### src/twbc_map.vh
// register map, field positions and codes of the two-wire bus controller
`ifndef TWBC_MAP_VH
`define TWBC_MAP_VH
`define TWBC_OFS_CFG 16'he600
`define TWBC_OFS_CTRL 16'he604
`define TWBC_OFS_STAT 16'he608
`define TWBC_OFS_OADR 16'he60c
`define TWBC_OFS_BUF 16'he610
`define TWBC_CFG_RESET 16'h0000
`define TWBC_CFG_WMASK 16'hff77
`define TWBC_CFG_BRP 15:8
`define TWBC_CFG_SCLEN 6:4
`define TWBC_CFG_SDAEN 2:0
`define TWBC_CTRL_CI 11:10
`define TWBC_CTRL_TRX 7
`define TWBC_CTRL_INT 6
`define TWBC_CTRL_BUM 4
`define TWBC_CTRL_ROLE 3:2
`define TWBC_CTRL_RSC 1
`define TWBC_CTRL_M10 0
`define TWBC_STAT_PROTOCOL_EVENT_IRQ_FLAG 6
`define TWBC_STAT_DATA_EVENT_IRQ_FLAG 5
`define TWBC_STAT_AL 1
`define TWBC_OADR_STYLE 15
`define TWBC_OADR_PRE 14:13
`define TWBC_OADR_ICA 9:0
`define TWBC_ROLE_OFF 2'h0
`define TWBC_ROLE_TGT 2'h1
`define TWBC_ROLE_SM 2'h2
`define TWBC_ROLE_MM 2'h3
`define TWBC_PRE_8 2'h1
`define TWBC_PRE_64 2'h2
`define TWBC_PRE_TOP_8 6'h07
`define TWBC_PRE_TOP_64 6'h3f
`define TWBC_GCALL 8'h00
`define TWBC_TENBIT_HDR 5'h1e
`define TWBC_LAST_DATA 4'h7
`define TWBC_ACK_SLOT 4'h8
`define TWBC_CO_MAX 3'h4
`define TWBC_NPINS 3
`endif

### src/twbc_baud.v
// baud tick generator: four ticks per bus bit
`timescale 1ns/1ps
`default_nettype none
`include "twbc_map.vh"

module twbc_baud #(
  parameter PW = 8
) (
  // system
  input wire clk_i,
  input wire rst_i,
  // settings
  input wire en_i,
  input wire style_i,
  input wire [1:0] pre_i,
  input wire [PW-1:0] val_i,
  // tick
  output reg tick_o
);
  reg [5:0] pre_cnt_r;
  reg [PW-1:0] div_r;
  reg [PW-1:0] acc_r;
  wire [5:0] pre_top = (pre_i == `TWBC_PRE_8) ? `TWBC_PRE_TOP_8 :
                       (pre_i == `TWBC_PRE_64) ? `TWBC_PRE_TOP_64 : 6'h00;
  wire pre_tick = (pre_cnt_r >= pre_top);
  // fractional: add value+1 each pre tick, carry out gives the tick
  wire [PW:0] acc_sum = {1'b0, acc_r} + {1'b0, val_i} + {{PW{1'b0}}, 1'b1};

  always @(posedge clk_i) begin
    if (rst_i || !en_i) begin
      pre_cnt_r <= 6'h00;
      div_r <= {PW{1'b0}};
      acc_r <= {PW{1'b0}};
      tick_o <= 1'b0;
    end else begin
      tick_o <= 1'b0;
      pre_cnt_r <= pre_tick ? 6'h00 : pre_cnt_r + 6'h01;
      if (pre_tick) begin
        if (style_i) begin
          acc_r <= acc_sum[PW-1:0];
          tick_o <= acc_sum[PW];
        end else if (div_r >= val_i) begin
          div_r <= {PW{1'b0}};
          tick_o <= 1'b1;
        end else begin
          div_r <= div_r + {{(PW-1){1'b0}}, 1'b1};
        end
      end
    end
  end
endmodule // twbc_baud
`default_nettype wire

### src/twbc_pins.v
// routing of the internal clock and data lines to candidate open-drain pins
`timescale 1ns/1ps
`default_nettype none

module twbc_pins #(
  parameter N = 3
) (
  // routing
  input wire [N-1:0] scl_en_i,
  input wire [N-1:0] sda_en_i,
  // internal lines
  input wire scl_low_i,
  input wire sda_low_i,
  output wire scl_line_o,
  output wire sda_line_o,
  // pins
  input wire [N-1:0] scl_pin_i,
  output wire [N-1:0] scl_pin_o,
  output wire [N-1:0] scl_pin_oe_o,
  input wire [N-1:0] sda_pin_i,
  output wire [N-1:0] sda_pin_o,
  output wire [N-1:0] sda_pin_oe_o
);
  wire [N-1:0] scl_seen;
  wire [N-1:0] sda_seen;
  genvar g;
  generate
    for (g = 0; g < N; g = g + 1) begin : g_pin
      // a disconnected pin neither drives nor pulls the line down
      assign scl_pin_o[g] = 1'b0;
      assign sda_pin_o[g] = 1'b0;
      assign scl_pin_oe_o[g] = scl_en_i[g] & scl_low_i;
      assign sda_pin_oe_o[g] = sda_en_i[g] & sda_low_i;
      assign scl_seen[g] = ~scl_en_i[g] | scl_pin_i[g];
      assign sda_seen[g] = ~sda_en_i[g] | sda_pin_i[g];
    end
  endgenerate
  assign scl_line_o = &scl_seen;
  assign sda_line_o = &sda_seen;
endmodule // twbc_pins
`default_nettype wire

### src/twbc_ctrl.v
// two-wire bus controller: wishbone registers, master and target engines
//
// Design decision made here: the Wishbone interface to the registers.
`timescale 1ns/1ps
`default_nettype none
`include "twbc_map.vh"

module twbc_ctrl (
  // system
  input wire clk_i,
  input wire rst_i,
  // wishbone slave
  input wire wb_cyc_i,
  input wire wb_stb_i,
  input wire wb_we_i,
  input wire [15:0] wb_adr_i,
  input wire [3:0] wb_sel_i,
  input wire [31:0] wb_dat_i,
  output reg [31:0] wb_dat_o,
  output reg wb_ack_o,
  // two-wire pins, open drain
  input wire [`TWBC_NPINS-1:0] scl_pin_i,
  output wire [`TWBC_NPINS-1:0] scl_pin_o,
  output wire [`TWBC_NPINS-1:0] scl_pin_oe_o,
  input wire [`TWBC_NPINS-1:0] sda_pin_i,
  output wire [`TWBC_NPINS-1:0] sda_pin_o,
  output wire [`TWBC_NPINS-1:0] sda_pin_oe_o
);
  localparam S_IDLE = 3'h0;
  localparam S_START = 3'h1;
  localparam S_BIT = 3'h2;
  localparam S_WAIT = 3'h3;
  localparam S_RSTART = 3'h4;
  localparam S_STOP = 3'h5;

  function [7:0] lane_byte;
    input [31:0] b;
    input [1:0] i;
    lane_byte = b[{i, 3'b000} +: 8];
  endfunction

  function [3:0] lane_mask;
    input [1:0] ci;
    case (ci)
      2'h0: lane_mask = 4'h1;
      2'h1: lane_mask = 4'h3;
      2'h2: lane_mask = 4'h7;
      default: lane_mask = 4'hf;
    endcase
  endfunction

  // registers
  reg [15:0] cfg_r;
  reg [1:0] ci_r;
  reg trx_r, int_r, bum_r, rsc_r, m10_r;
  reg [1:0] role_r;
  reg style_r;
  reg [1:0] pre_r;
  reg [9:0] ica_r;
  reg [2:0] co_r;
  reg protocol_event_irq_flag_r, data_event_irq_flag_r, bb_r, lrb_r, sla_r, al_r, adrph_r;
  reg [31:0] buf_r;
  reg [3:0] acc_r;
  // master engine
  reg [2:0] state_r;
  reg [1:0] q_r;
  reg [3:0] bitn_r;
  reg [1:0] idx_r;
  reg first_r, lost_r;
  reg [7:0] m_shift_r;
  reg m_scl_low_r, m_sda_low_r;
  // target engine
  reg t_act_r, t_abyte_r, t_ack_r, t_hold_r, t_sda_low_r;
  reg [3:0] t_bitn_r;
  reg [7:0] t_shift_r;
  reg scl_prev_r, sda_prev_r;

  wire scl_line, sda_line, tick;
  wire req = wb_cyc_i & wb_stb_i & ~wb_ack_o;
  wire wr = req & wb_we_i;
  wire hit_cfg = (wb_adr_i == `TWBC_OFS_CFG);
  wire hit_ctrl = (wb_adr_i == `TWBC_OFS_CTRL);
  wire hit_stat = (wb_adr_i == `TWBC_OFS_STAT);
  wire hit_oadr = (wb_adr_i == `TWBC_OFS_OADR);
  wire hit_buf = (wb_adr_i == `TWBC_OFS_BUF);
  wire is_master = (role_r == `TWBC_ROLE_SM) | (role_r == `TWBC_ROLE_MM);
  wire tgt_role = (role_r == `TWBC_ROLE_TGT) | (role_r == `TWBC_ROLE_MM);
  wire [9:0] ica_rd = m10_r ? ica_r : {2'b00, ica_r[7:1], 1'b0};
  wire [31:0] selmask = {{8{wb_sel_i[3]}}, {8{wb_sel_i[2]}}, {8{wb_sel_i[1]}}, {8{wb_sel_i[0]}}};
  reg [31:0] rd;
  wire [31:0] wd = (wb_dat_i & selmask) | (rd & ~selmask);
  wire [3:0] acc_nxt = acc_r | wb_sel_i;
  wire buf_done = ((acc_nxt & lane_mask(ci_r)) == lane_mask(ci_r));
  wire m_tx = first_r | trx_r;
  wire [7:0] m_byte = lane_byte(buf_r, idx_r);
  wire [3:0] m_bit = `TWBC_LAST_DATA - bitn_r;
  wire start_seen = scl_line & scl_prev_r & sda_prev_r & ~sda_line;
  wire stop_seen = scl_line & scl_prev_r & ~sda_prev_r & sda_line;
  wire scl_rise = scl_line & ~scl_prev_r;
  wire scl_fall = ~scl_line & scl_prev_r;
  wire t_free = (state_r == S_IDLE) | lost_r;
  wire t_tx = t_act_r & sla_r & ~adrph_r & trx_r;
  wire [7:0] t_byte = lane_byte(buf_r, idx_r);
  wire [3:0] t_bit = `TWBC_LAST_DATA - t_bitn_r;
  wire [7:0] t_in = {t_shift_r[6:0], sda_line};
  wire gcall_hit = (t_shift_r == `TWBC_GCALL);
  wire hit7 = (t_shift_r[7:1] == ica_r[7:1]);
  wire hit10a = (t_shift_r[7:3] == `TWBC_TENBIT_HDR) & (t_shift_r[2:1] == ica_r[9:8]);
  wire hit10b = (t_shift_r == ica_r[7:0]);

  always @* begin
    case (1'b1)
      hit_cfg: rd = {16'h0000, cfg_r};
      hit_ctrl: rd = {20'h00000, ci_r, 2'h0, trx_r, int_r, 1'b0, bum_r, role_r, rsc_r, m10_r};
      hit_stat: rd = {21'h00000, co_r, 1'b0, protocol_event_irq_flag_r, data_event_irq_flag_r, bb_r, lrb_r, sla_r, al_r, adrph_r};
      hit_oadr: rd = {16'h0000, style_r, pre_r, 3'h0, ica_rd};
      hit_buf: rd = buf_r;
      default: rd = 32'h00000000;
    endcase
  end

  twbc_baud #(.PW(8)) u_baud (
    .clk_i(clk_i),
    .rst_i(rst_i),
    .en_i(is_master),
    .style_i(style_r),
    .pre_i(pre_r),
    .val_i(cfg_r[`TWBC_CFG_BRP]),
    .tick_o(tick)
  );

  twbc_pins #(.N(`TWBC_NPINS)) u_pins (
    .scl_en_i(cfg_r[`TWBC_CFG_SCLEN]),
    .sda_en_i(cfg_r[`TWBC_CFG_SDAEN]),
    .scl_low_i(m_scl_low_r | t_hold_r),
    .sda_low_i(m_sda_low_r | t_sda_low_r | t_ack_r),
    .scl_line_o(scl_line),
    .sda_line_o(sda_line),
    .scl_pin_i(scl_pin_i),
    .scl_pin_o(scl_pin_o),
    .scl_pin_oe_o(scl_pin_oe_o),
    .sda_pin_i(sda_pin_i),
    .sda_pin_o(sda_pin_o),
    .sda_pin_oe_o(sda_pin_oe_o)
  );

  always @(posedge clk_i) begin
    if (rst_i || (role_r == `TWBC_ROLE_OFF && !req)) begin
      if (rst_i) begin
        cfg_r <= `TWBC_CFG_RESET;
        {ci_r, trx_r, int_r, role_r, m10_r} <= 7'h00;
        {style_r, pre_r, ica_r} <= 13'h000;
        buf_r <= 32'h00000000;
        {protocol_event_irq_flag_r, data_event_irq_flag_r, al_r} <= 3'h0;
      end
      wb_ack_o <= 1'b0;
      wb_dat_o <= 32'h00000000;
      {bum_r, rsc_r, bb_r, lrb_r, sla_r, adrph_r} <= 6'h00;
      co_r <= 3'h0;
      acc_r <= 4'h0;
      state_r <= S_IDLE;
      {q_r, idx_r} <= 4'h0;
      bitn_r <= 4'h0;
      {first_r, lost_r, m_scl_low_r, m_sda_low_r} <= 4'h0;
      m_shift_r <= 8'h00;
      {t_act_r, t_abyte_r, t_ack_r, t_hold_r, t_sda_low_r} <= 5'h00;
      t_bitn_r <= 4'h0;
      t_shift_r <= 8'h00;
      scl_prev_r <= 1'b1;
      sda_prev_r <= 1'b1;
    end else begin
      // bus slave: one wait state, ack for one cycle, unmapped reads zero
      wb_ack_o <= req;
      if (req) wb_dat_o <= rd;
      scl_prev_r <= scl_line;
      sda_prev_r <= sda_line;
      if (wr && hit_cfg) cfg_r <= wd[15:0] & `TWBC_CFG_WMASK;
      if (wr && hit_oadr) begin
        style_r <= wd[`TWBC_OADR_STYLE];
        pre_r <= wd[`TWBC_OADR_PRE];
        ica_r <= wd[`TWBC_OADR_ICA];
      end
      if (wr && hit_ctrl) begin
        ci_r <= wd[`TWBC_CTRL_CI];
        trx_r <= wd[`TWBC_CTRL_TRX];
        int_r <= wd[`TWBC_CTRL_INT];
        role_r <= wd[`TWBC_CTRL_ROLE];
        m10_r <= wd[`TWBC_CTRL_M10];
        rsc_r <= wd[`TWBC_CTRL_RSC] & is_master & bum_r;
        if (!wd[`TWBC_CTRL_BUM]) begin
          bum_r <= 1'b0;
        end else if (!bum_r && is_master) begin
          if (bb_r) al_r <= 1'b1;
          else bum_r <= 1'b1;
        end
      end
      // flags are cleared by writing zero; a hardware set later in this block wins
      if (wr && hit_stat) begin
        if (!wd[`TWBC_STAT_PROTOCOL_EVENT_IRQ_FLAG]) protocol_event_irq_flag_r <= 1'b0;
        if (!wd[`TWBC_STAT_DATA_EVENT_IRQ_FLAG]) data_event_irq_flag_r <= 1'b0;
        if (!wd[`TWBC_STAT_AL]) al_r <= 1'b0;
      end
      if (req && hit_buf) begin
        lrb_r <= 1'b0;
        if (wb_we_i) begin
          buf_r <= (wb_dat_i & selmask) | (buf_r & ~selmask);
          trx_r <= 1'b1;
        end
        if (buf_done) begin
          acc_r <= 4'h0;
          co_r <= 3'h0;
          if (!int_r) data_event_irq_flag_r <= 1'b0;
        end else begin
          acc_r <= acc_nxt;
        end
      end

      // bus busy tracking from the lines themselves
      if (start_seen) bb_r <= 1'b1;
      if (stop_seen) bb_r <= 1'b0;

      // master engine, four quarter ticks per bit
      if (tick) begin
        q_r <= q_r + 2'h1;
        case (state_r)
          S_IDLE: begin
            q_r <= 2'h0;
            if (bum_r) begin
              state_r <= S_START;
              bb_r <= 1'b1;
              lost_r <= 1'b0;
            end
          end
          S_START: begin
            if (q_r == 2'h2) m_sda_low_r <= 1'b1;
            if (q_r == 2'h3) begin
              state_r <= S_BIT;
              {bitn_r, idx_r} <= 6'h00;
              first_r <= 1'b1;
            end
          end
          S_BIT: begin
            if (q_r == 2'h0) begin
              m_scl_low_r <= 1'b1;
              if (bitn_r == `TWBC_ACK_SLOT) m_sda_low_r <= ~m_tx;
              else m_sda_low_r <= m_tx & ~lost_r & ~m_byte[m_bit[2:0]];
            end
            if (q_r == 2'h2) m_scl_low_r <= 1'b0;
            // a target stretching the clock holds the sample point
            if (q_r == 2'h3 && !scl_line) q_r <= 2'h3;
            if (q_r == 2'h3 && scl_line) begin
              bitn_r <= bitn_r + 4'h1;
              if (bitn_r != `TWBC_ACK_SLOT) begin
                m_shift_r <= {m_shift_r[6:0], sda_line};
                if (m_tx && !m_sda_low_r && !sda_line && !lost_r) begin
                  al_r <= 1'b1;
                  lost_r <= 1'b1;
                  if (role_r == `TWBC_ROLE_MM) protocol_event_irq_flag_r <= 1'b1;
                end
              end else begin
                bitn_r <= 4'h0;
                m_sda_low_r <= 1'b0;
                lrb_r <= m_tx & sda_line;
                if (co_r != `TWBC_CO_MAX) co_r <= co_r + 3'h1;
                if (!m_tx) buf_r[{idx_r, 3'b000} +: 8] <= m_shift_r;
                if (first_r && (!m10_r || idx_r != 2'h0)) begin
                  first_r <= 1'b0;
                  if (buf_r[0]) trx_r <= 1'b0;
                end
                if (lost_r) begin
                  // clocked out to the ninth pulse; the target side carries on
                  state_r <= S_IDLE;
                  bum_r <= 1'b0;
                  m_scl_low_r <= 1'b0;
                end else if (m_tx && sda_line) begin
                  state_r <= S_WAIT;
                  protocol_event_irq_flag_r <= 1'b1;
                  idx_r <= 2'h0;
                end else if (idx_r == ci_r) begin
                  state_r <= S_WAIT;
                  data_event_irq_flag_r <= 1'b1;
                  idx_r <= 2'h0;
                end else begin
                  idx_r <= idx_r + 2'h1;
                end
              end
            end
          end
          S_WAIT: begin
            q_r <= 2'h0;
            m_scl_low_r <= 1'b1;
            if (!bum_r) state_r <= S_STOP;
            else if (rsc_r) state_r <= S_RSTART;
            else if (!data_event_irq_flag_r && !protocol_event_irq_flag_r) state_r <= S_BIT;
          end
          S_RSTART: begin
            if (q_r == 2'h0) m_sda_low_r <= 1'b0;
            if (q_r == 2'h1) m_scl_low_r <= 1'b0;
            if (q_r == 2'h2) m_sda_low_r <= 1'b1;
            if (q_r == 2'h3) begin
              rsc_r <= 1'b0;
              state_r <= S_BIT;
              {bitn_r, idx_r} <= 6'h00;
              first_r <= 1'b1;
            end
          end
          S_STOP: begin
            if (q_r == 2'h0) begin
              m_scl_low_r <= 1'b1;
              m_sda_low_r <= 1'b1;
            end
            if (q_r == 2'h1) m_scl_low_r <= 1'b0;
            if (q_r == 2'h2) m_sda_low_r <= 1'b0;
            if (q_r == 2'h3) state_r <= S_IDLE;
          end
          default: state_r <= S_IDLE;
        endcase
      end
      if (bum_r && state_r != S_IDLE) sla_r <= 1'b0;

      // target engine, driven by the bus clock edges
      t_hold_r <= t_act_r & sla_r & (t_bitn_r == 4'h0) & (data_event_irq_flag_r | protocol_event_irq_flag_r)
                  & (t_hold_r | ~scl_line);
      if (!scl_line) begin
        t_sda_low_r <= t_tx & (t_bitn_r != `TWBC_ACK_SLOT) & ~t_byte[t_bit[2:0]];
      end
      if (t_act_r && scl_rise) begin
        if (t_bitn_r != `TWBC_ACK_SLOT) t_shift_r <= t_in;
        else if (t_tx) lrb_r <= sda_line;
      end
      if (t_act_r && scl_fall) begin
        t_bitn_r <= t_bitn_r + 4'h1;
        if (t_bitn_r == `TWBC_LAST_DATA) begin
          if (adrph_r) begin
            if (!t_free) begin
              t_act_r <= 1'b0;
              adrph_r <= 1'b0;
            end else if (gcall_hit || (!m10_r && hit7) || (m10_r && t_abyte_r && hit10b)) begin
              sla_r <= 1'b1;
              protocol_event_irq_flag_r <= 1'b1;
              adrph_r <= 1'b0;
              t_ack_r <= 1'b1;
            end else if (m10_r && !t_abyte_r && hit10a) begin
              t_abyte_r <= 1'b1;
              t_ack_r <= 1'b1;
            end else begin
              t_act_r <= 1'b0;
              adrph_r <= 1'b0;
            end
          end else if (sla_r && !trx_r) begin
            buf_r[{idx_r, 3'b000} +: 8] <= t_shift_r;
            t_ack_r <= 1'b1;
            lrb_r <= 1'b0;
            if (co_r != `TWBC_CO_MAX) co_r <= co_r + 3'h1;
            if (idx_r == ci_r) begin
              data_event_irq_flag_r <= 1'b1;
              idx_r <= 2'h0;
            end else begin
              idx_r <= idx_r + 2'h1;
            end
          end
        end
        if (t_bitn_r == `TWBC_ACK_SLOT) begin
          t_bitn_r <= 4'h0;
          t_ack_r <= 1'b0;
          if (t_tx) begin
            if (co_r != `TWBC_CO_MAX) co_r <= co_r + 3'h1;
            if (idx_r == ci_r) begin
              data_event_irq_flag_r <= 1'b1;
              idx_r <= 2'h0;
            end else begin
              idx_r <= idx_r + 2'h1;
            end
          end
        end
      end
      if (start_seen && tgt_role) begin
        t_act_r <= 1'b1;
        adrph_r <= 1'b1;
        t_abyte_r <= 1'b0;
        t_bitn_r <= 4'h0;
        t_ack_r <= 1'b0;
        sla_r <= 1'b0;
        idx_r <= 2'h0;
      end
      if (stop_seen) begin
        {t_act_r, adrph_r, t_ack_r, sla_r} <= 4'h0;
      end
      if (role_r == `TWBC_ROLE_TGT && lrb_r) trx_r <= 1'b1;
    end
  end
endmodule // twbc_ctrl
`default_nettype wire

### config.mk
export PLATFORM = sky130hd
export DESIGN_NAME = twbc_ctrl
export DESIGN_NICKNAME = d
export VERILOG_FILES = /design/src/twbc_baud.v /design/src/twbc_pins.v /design/src/twbc_ctrl.v
export VERILOG_INCLUDE_DIRS = /design/src
export SDC_FILE = /design/constraint.sdc
export NUM_CORES = 1
export LEC_CHECK = 0
export BUFFER_PORTS_ARGS = -buffer_cell sky130_fd_sc_hd__buf_4
export CORE_MARGIN = 2
export CORE_UTILIZATION = 52
export DETAILED_ROUTE_END_ITERATION = 16
export GPL_TIMING_DRIVEN = 0
export PLACE_DENSITY = 0.78
export SYNTH_ARGS = -nofsm -noshare
export SYNTH_HDL_FRONTEND = slang
export SYNTH_SLANG_ARGS = --single-unit
### constraint.sdc
create_clock -name clk_i -period 9 [get_ports clk_i]
set_clock_uncertainty 0.2 [all_clocks]
set_input_delay 1.8 -clock clk_i [delete_from_list [all_inputs] [get_ports clk_i]]
set_output_delay 1.8 -clock clk_i [all_outputs]
set_load 0.01 [all_outputs]
==> out/qor.yml <==
cts:
  cts_max_level: 4
  cts_hold_buf: 0
  insertion_delay_ns: 0.46
  cts.clk_slew.worst_paths_ns: 0.08
  clockRootBuffer: "clkbuf_16"
  cts_tree: "done"
  numCtsBuffers: 17
  clk_path_buf_depth: 2
  cts_sinks: 180
  post_cts_buffers: 0
  cts_resized: 0
outcome:
  status: "completed"
power:
  powerDensity_nw_per_um2: 150
  ir_worst_vdd_v: 0.000128
  p_int_mw: 1.32
  clock_power_share_pct: 41.0
  sw_frac_of_total_pct: 28.8
  p_comb_share_pct: 9.9
  power.switching_uw: 532
  seqPwrFrac_pct: 49.1
  fin_total_pwr_mw: 1.85
  p_leak_nw: 4.93
hold_path:
  hold_class: "reg2reg"
  hold_start: "wb_dat_o[19]"
  hold_depth: 2
  worstHoldEndpoint: "wb_dat_o[19]"
synth:
  synth_area_um2: 10700
  synth.area.top_cells: "dfxtp_1 21%, edfxtp_1 19%, mux2i_1 5.5%, ha_1 4.7%, nand2_1 4.7%"
  synth-seq-area-share_pct: 40.3
  syn_area_per_cell_um2: 8.85
  synth-edff-count: 69
  synth-warning-count: 0
  synth_top_area_share_pct: 20.9
  synth_common_cells: "133 x nand2_1, 128 x nor2_1, 111 x dfxtp_1"
  synth_seq_cells: 180
  synth_ff_type: "dfxtp_1"
  synthCells: 1203
  synthDistinctLibCells: 79
  synth_top_area_cell: "dfxtp_1"
  yosysMostFrequentCell: "nand2_1"
  synth-async-reset-ratio_pct: 0
critical_path:
  r2r_cells: 8
  r2r_end: "ci_r[0]"
  cp.required_ns: 8.96
  reg2reg_slack_ns: 5.09
  cp.arrival_ns: 4.98
  start_kind: "input pin"
  worst_setup_path_end_kind: "flip-flop"
  worstSetupPathType: "in2reg"
  reg2reg_from: "wb_ack_o"
  cp_max_fo: 10
grt:
  use_met2_pct: 51.5
  grt.busiest_layer: "met2"
  grt_pass1_vias: 9546
  grt_first_pass_wirelength_mm: 54.6
  antenna_found_initial: 0
  grt_util_met3_pct: 7.05
  grt_util_all_layers_pct: 33.1
  grt_max_degree: 33
  use_met1_pct: 43.6
  overflow: 0
final_layout:
  drive_gt1_share_pct: 12.9
  nNetsFinal: 1429
  area_growth_pct: 15.9
  stdcell_area_um2: 12300
  diodes: 0
routing:
  viasPerCell: 6.43
  drt_pass1_iterations: 6
  wire_per_inst_um: 22.4
  vias: 10300
  drc_errors: 0
  final_antenna_net_count: 0
  wl_mm: 36.0
  drt-initial-drc-count: 1455
sta:
  rsz0062_at_grt: "no"
  fin_tns_setup_ns: 0
  max_freq_ghz: 0.199
  tightest_slew_ns: 0.968
  period_needed_ns: 5.02
  hold_viol_final: 0
  hold_slack_ns: 0.254
  relSlewSlack_pct: 34.9
  finalCritPeriodShare_pct: 55.8
  maxSlewViolCount: 0
  setup_viol: 0
  worst_slack_ns: 3.98
floorplan:
  io_pins: 108
  core_um2: 20200
  rows: 52
  start_util_pct: 52.8
  die_area_um2: 21600
  die_w_um: 147
  die_h_um: 147
place:
  place_area_um2: 11800
  io_buffers: 97
  place_worst_setup_slack_ns: 3.65
  dp_hpwl_mm: 26.3
  gp_congestion: 0.985
job:
  cap_violations: 0
[kinds of logic after synthesis]
| group | after synthesis | share of synthesized area [%] |
|---|---|---|
| fa+ha+maj | 41 | 4.89 |
| flops | 180 | 40.3 |
| simple gates | 456 | 21.1 |
| mux | 70 | 7.76 |
| buf+inv | 126 | 4.70 |
| xor+xnor | 23 | 1.89 |
| other cells | 1 | 0.0352 |
| compound gates | 306 | 19.3 |
[critical path, stage by stage]
cell      delay [ns]
buf_4           0.11
and3b_1         0.17
clkbuf_1        0.26
nor3_1          0.35
or2_2           0.17
clkbuf_1        0.62
buf_1           0.60
buf_1           0.73
nor2_1          0.17
[sequential cells by signal, indices dropped and copies added, names as in the netlist, 6 cells and up]
register          count
u_baud.div_r          8
m_shift_r             8
u_baud.acc_r          8
buf_r                32
wb_dat_o             32
cfg_r                14
ica_r                10
u_baud.pre_cnt_r      6
t_shift_r             8
[through the flow]
step	utilization (%)	std cells
after global routing	61.2	1608
after detailed placement	58.3	1576
after CTS	61.2	1608
after global placement	58.2	1575
final	61.2	1608
after floorplan	-	1208
[power groups by stage]
stage | registers [mW] | clock network [mW] | logic (mW)
floorplan | 0.907 | 0 | 0.104
global placement | 0.924 | 0 | 0.172
detailed placement | 0.924 | 0 | 0.176
CTS | 0.905 | 0.753 | 0.178
global route | 0.908 | 0.784 | 0.196
finish | 0.908 | 0.757 | 0.183
[layout by cell type, fill, tap and decap left out, types with 12 or more instances in the layout]
master / Yosys / routed
nand2_1: 133 / 133
nor2_1: 128 / 128
dfxtp_1: 111 / 111
buf_4: 6 / 103
a21oi_1: 78 / 78
edfxtp_1: 69 / 69
clkbuf_1: 59 / 59
mux2i_1: 59 / 59
o21ai_0: 52 / 52
nand3_1: 45 / 45
inv_1: 43 / 43
ha_1: 40 / 40
a32o_1: 30 / 30
a21o_1: 29 / 29
nor3_1: 25 / 25
a31oi_1: 19 / 19
xnor2_1: 17 / 17
clkbuf_16: 0 / 17
nand2b_1: 17 / 16
and3_1: 15 / 15
buf_1: 14 / 14
nor2b_1: 12 / 12
o21ai_1: 12 / 12
[how the worst max path moves through the flow]
| stage | depth (start not counted) | to | start | slack, ns |
|---|---|---|---|---|
| after floorplan | 5 | cfg_r[0] | wb_adr_i[5] | 4.71 |
| after global placement | 9 | ci_r[1] | wb_stb_i | 3.73 |
| after detailed placement | 9 | ci_r[1] | wb_stb_i | 3.65 |
| after CTS | 9 | ci_r[0] | wb_stb_i | 4.10 |
| after global routing | 9 | ci_r[1] | wb_stb_i | 3.92 |
| final | 9 | ci_r[0] | wb_stb_i | 3.98 |
[layer usage]
metal | share of wire, % | vias up
met3 | 12 | 134
met4 | 5.6 | 0
met1 | 38 | 4814
met5 | 0 | -
met2 | 45 | 722
li1 | - | 4663
[final cells by class]
type | count | area (µm²)
clock buffers | 17 | 425
multi-input cells | 902 | 5880
plain buffers | 83 | 339
flip-flops and latches | 180 | 4290
clock inverters | 15 | 165
fillers | 1789 | 7820
well taps | 270 | 338
repair buffers | 98 | 748
inverters | 43 | 161
No activity file was read; power rests on OpenSTA's default activity.
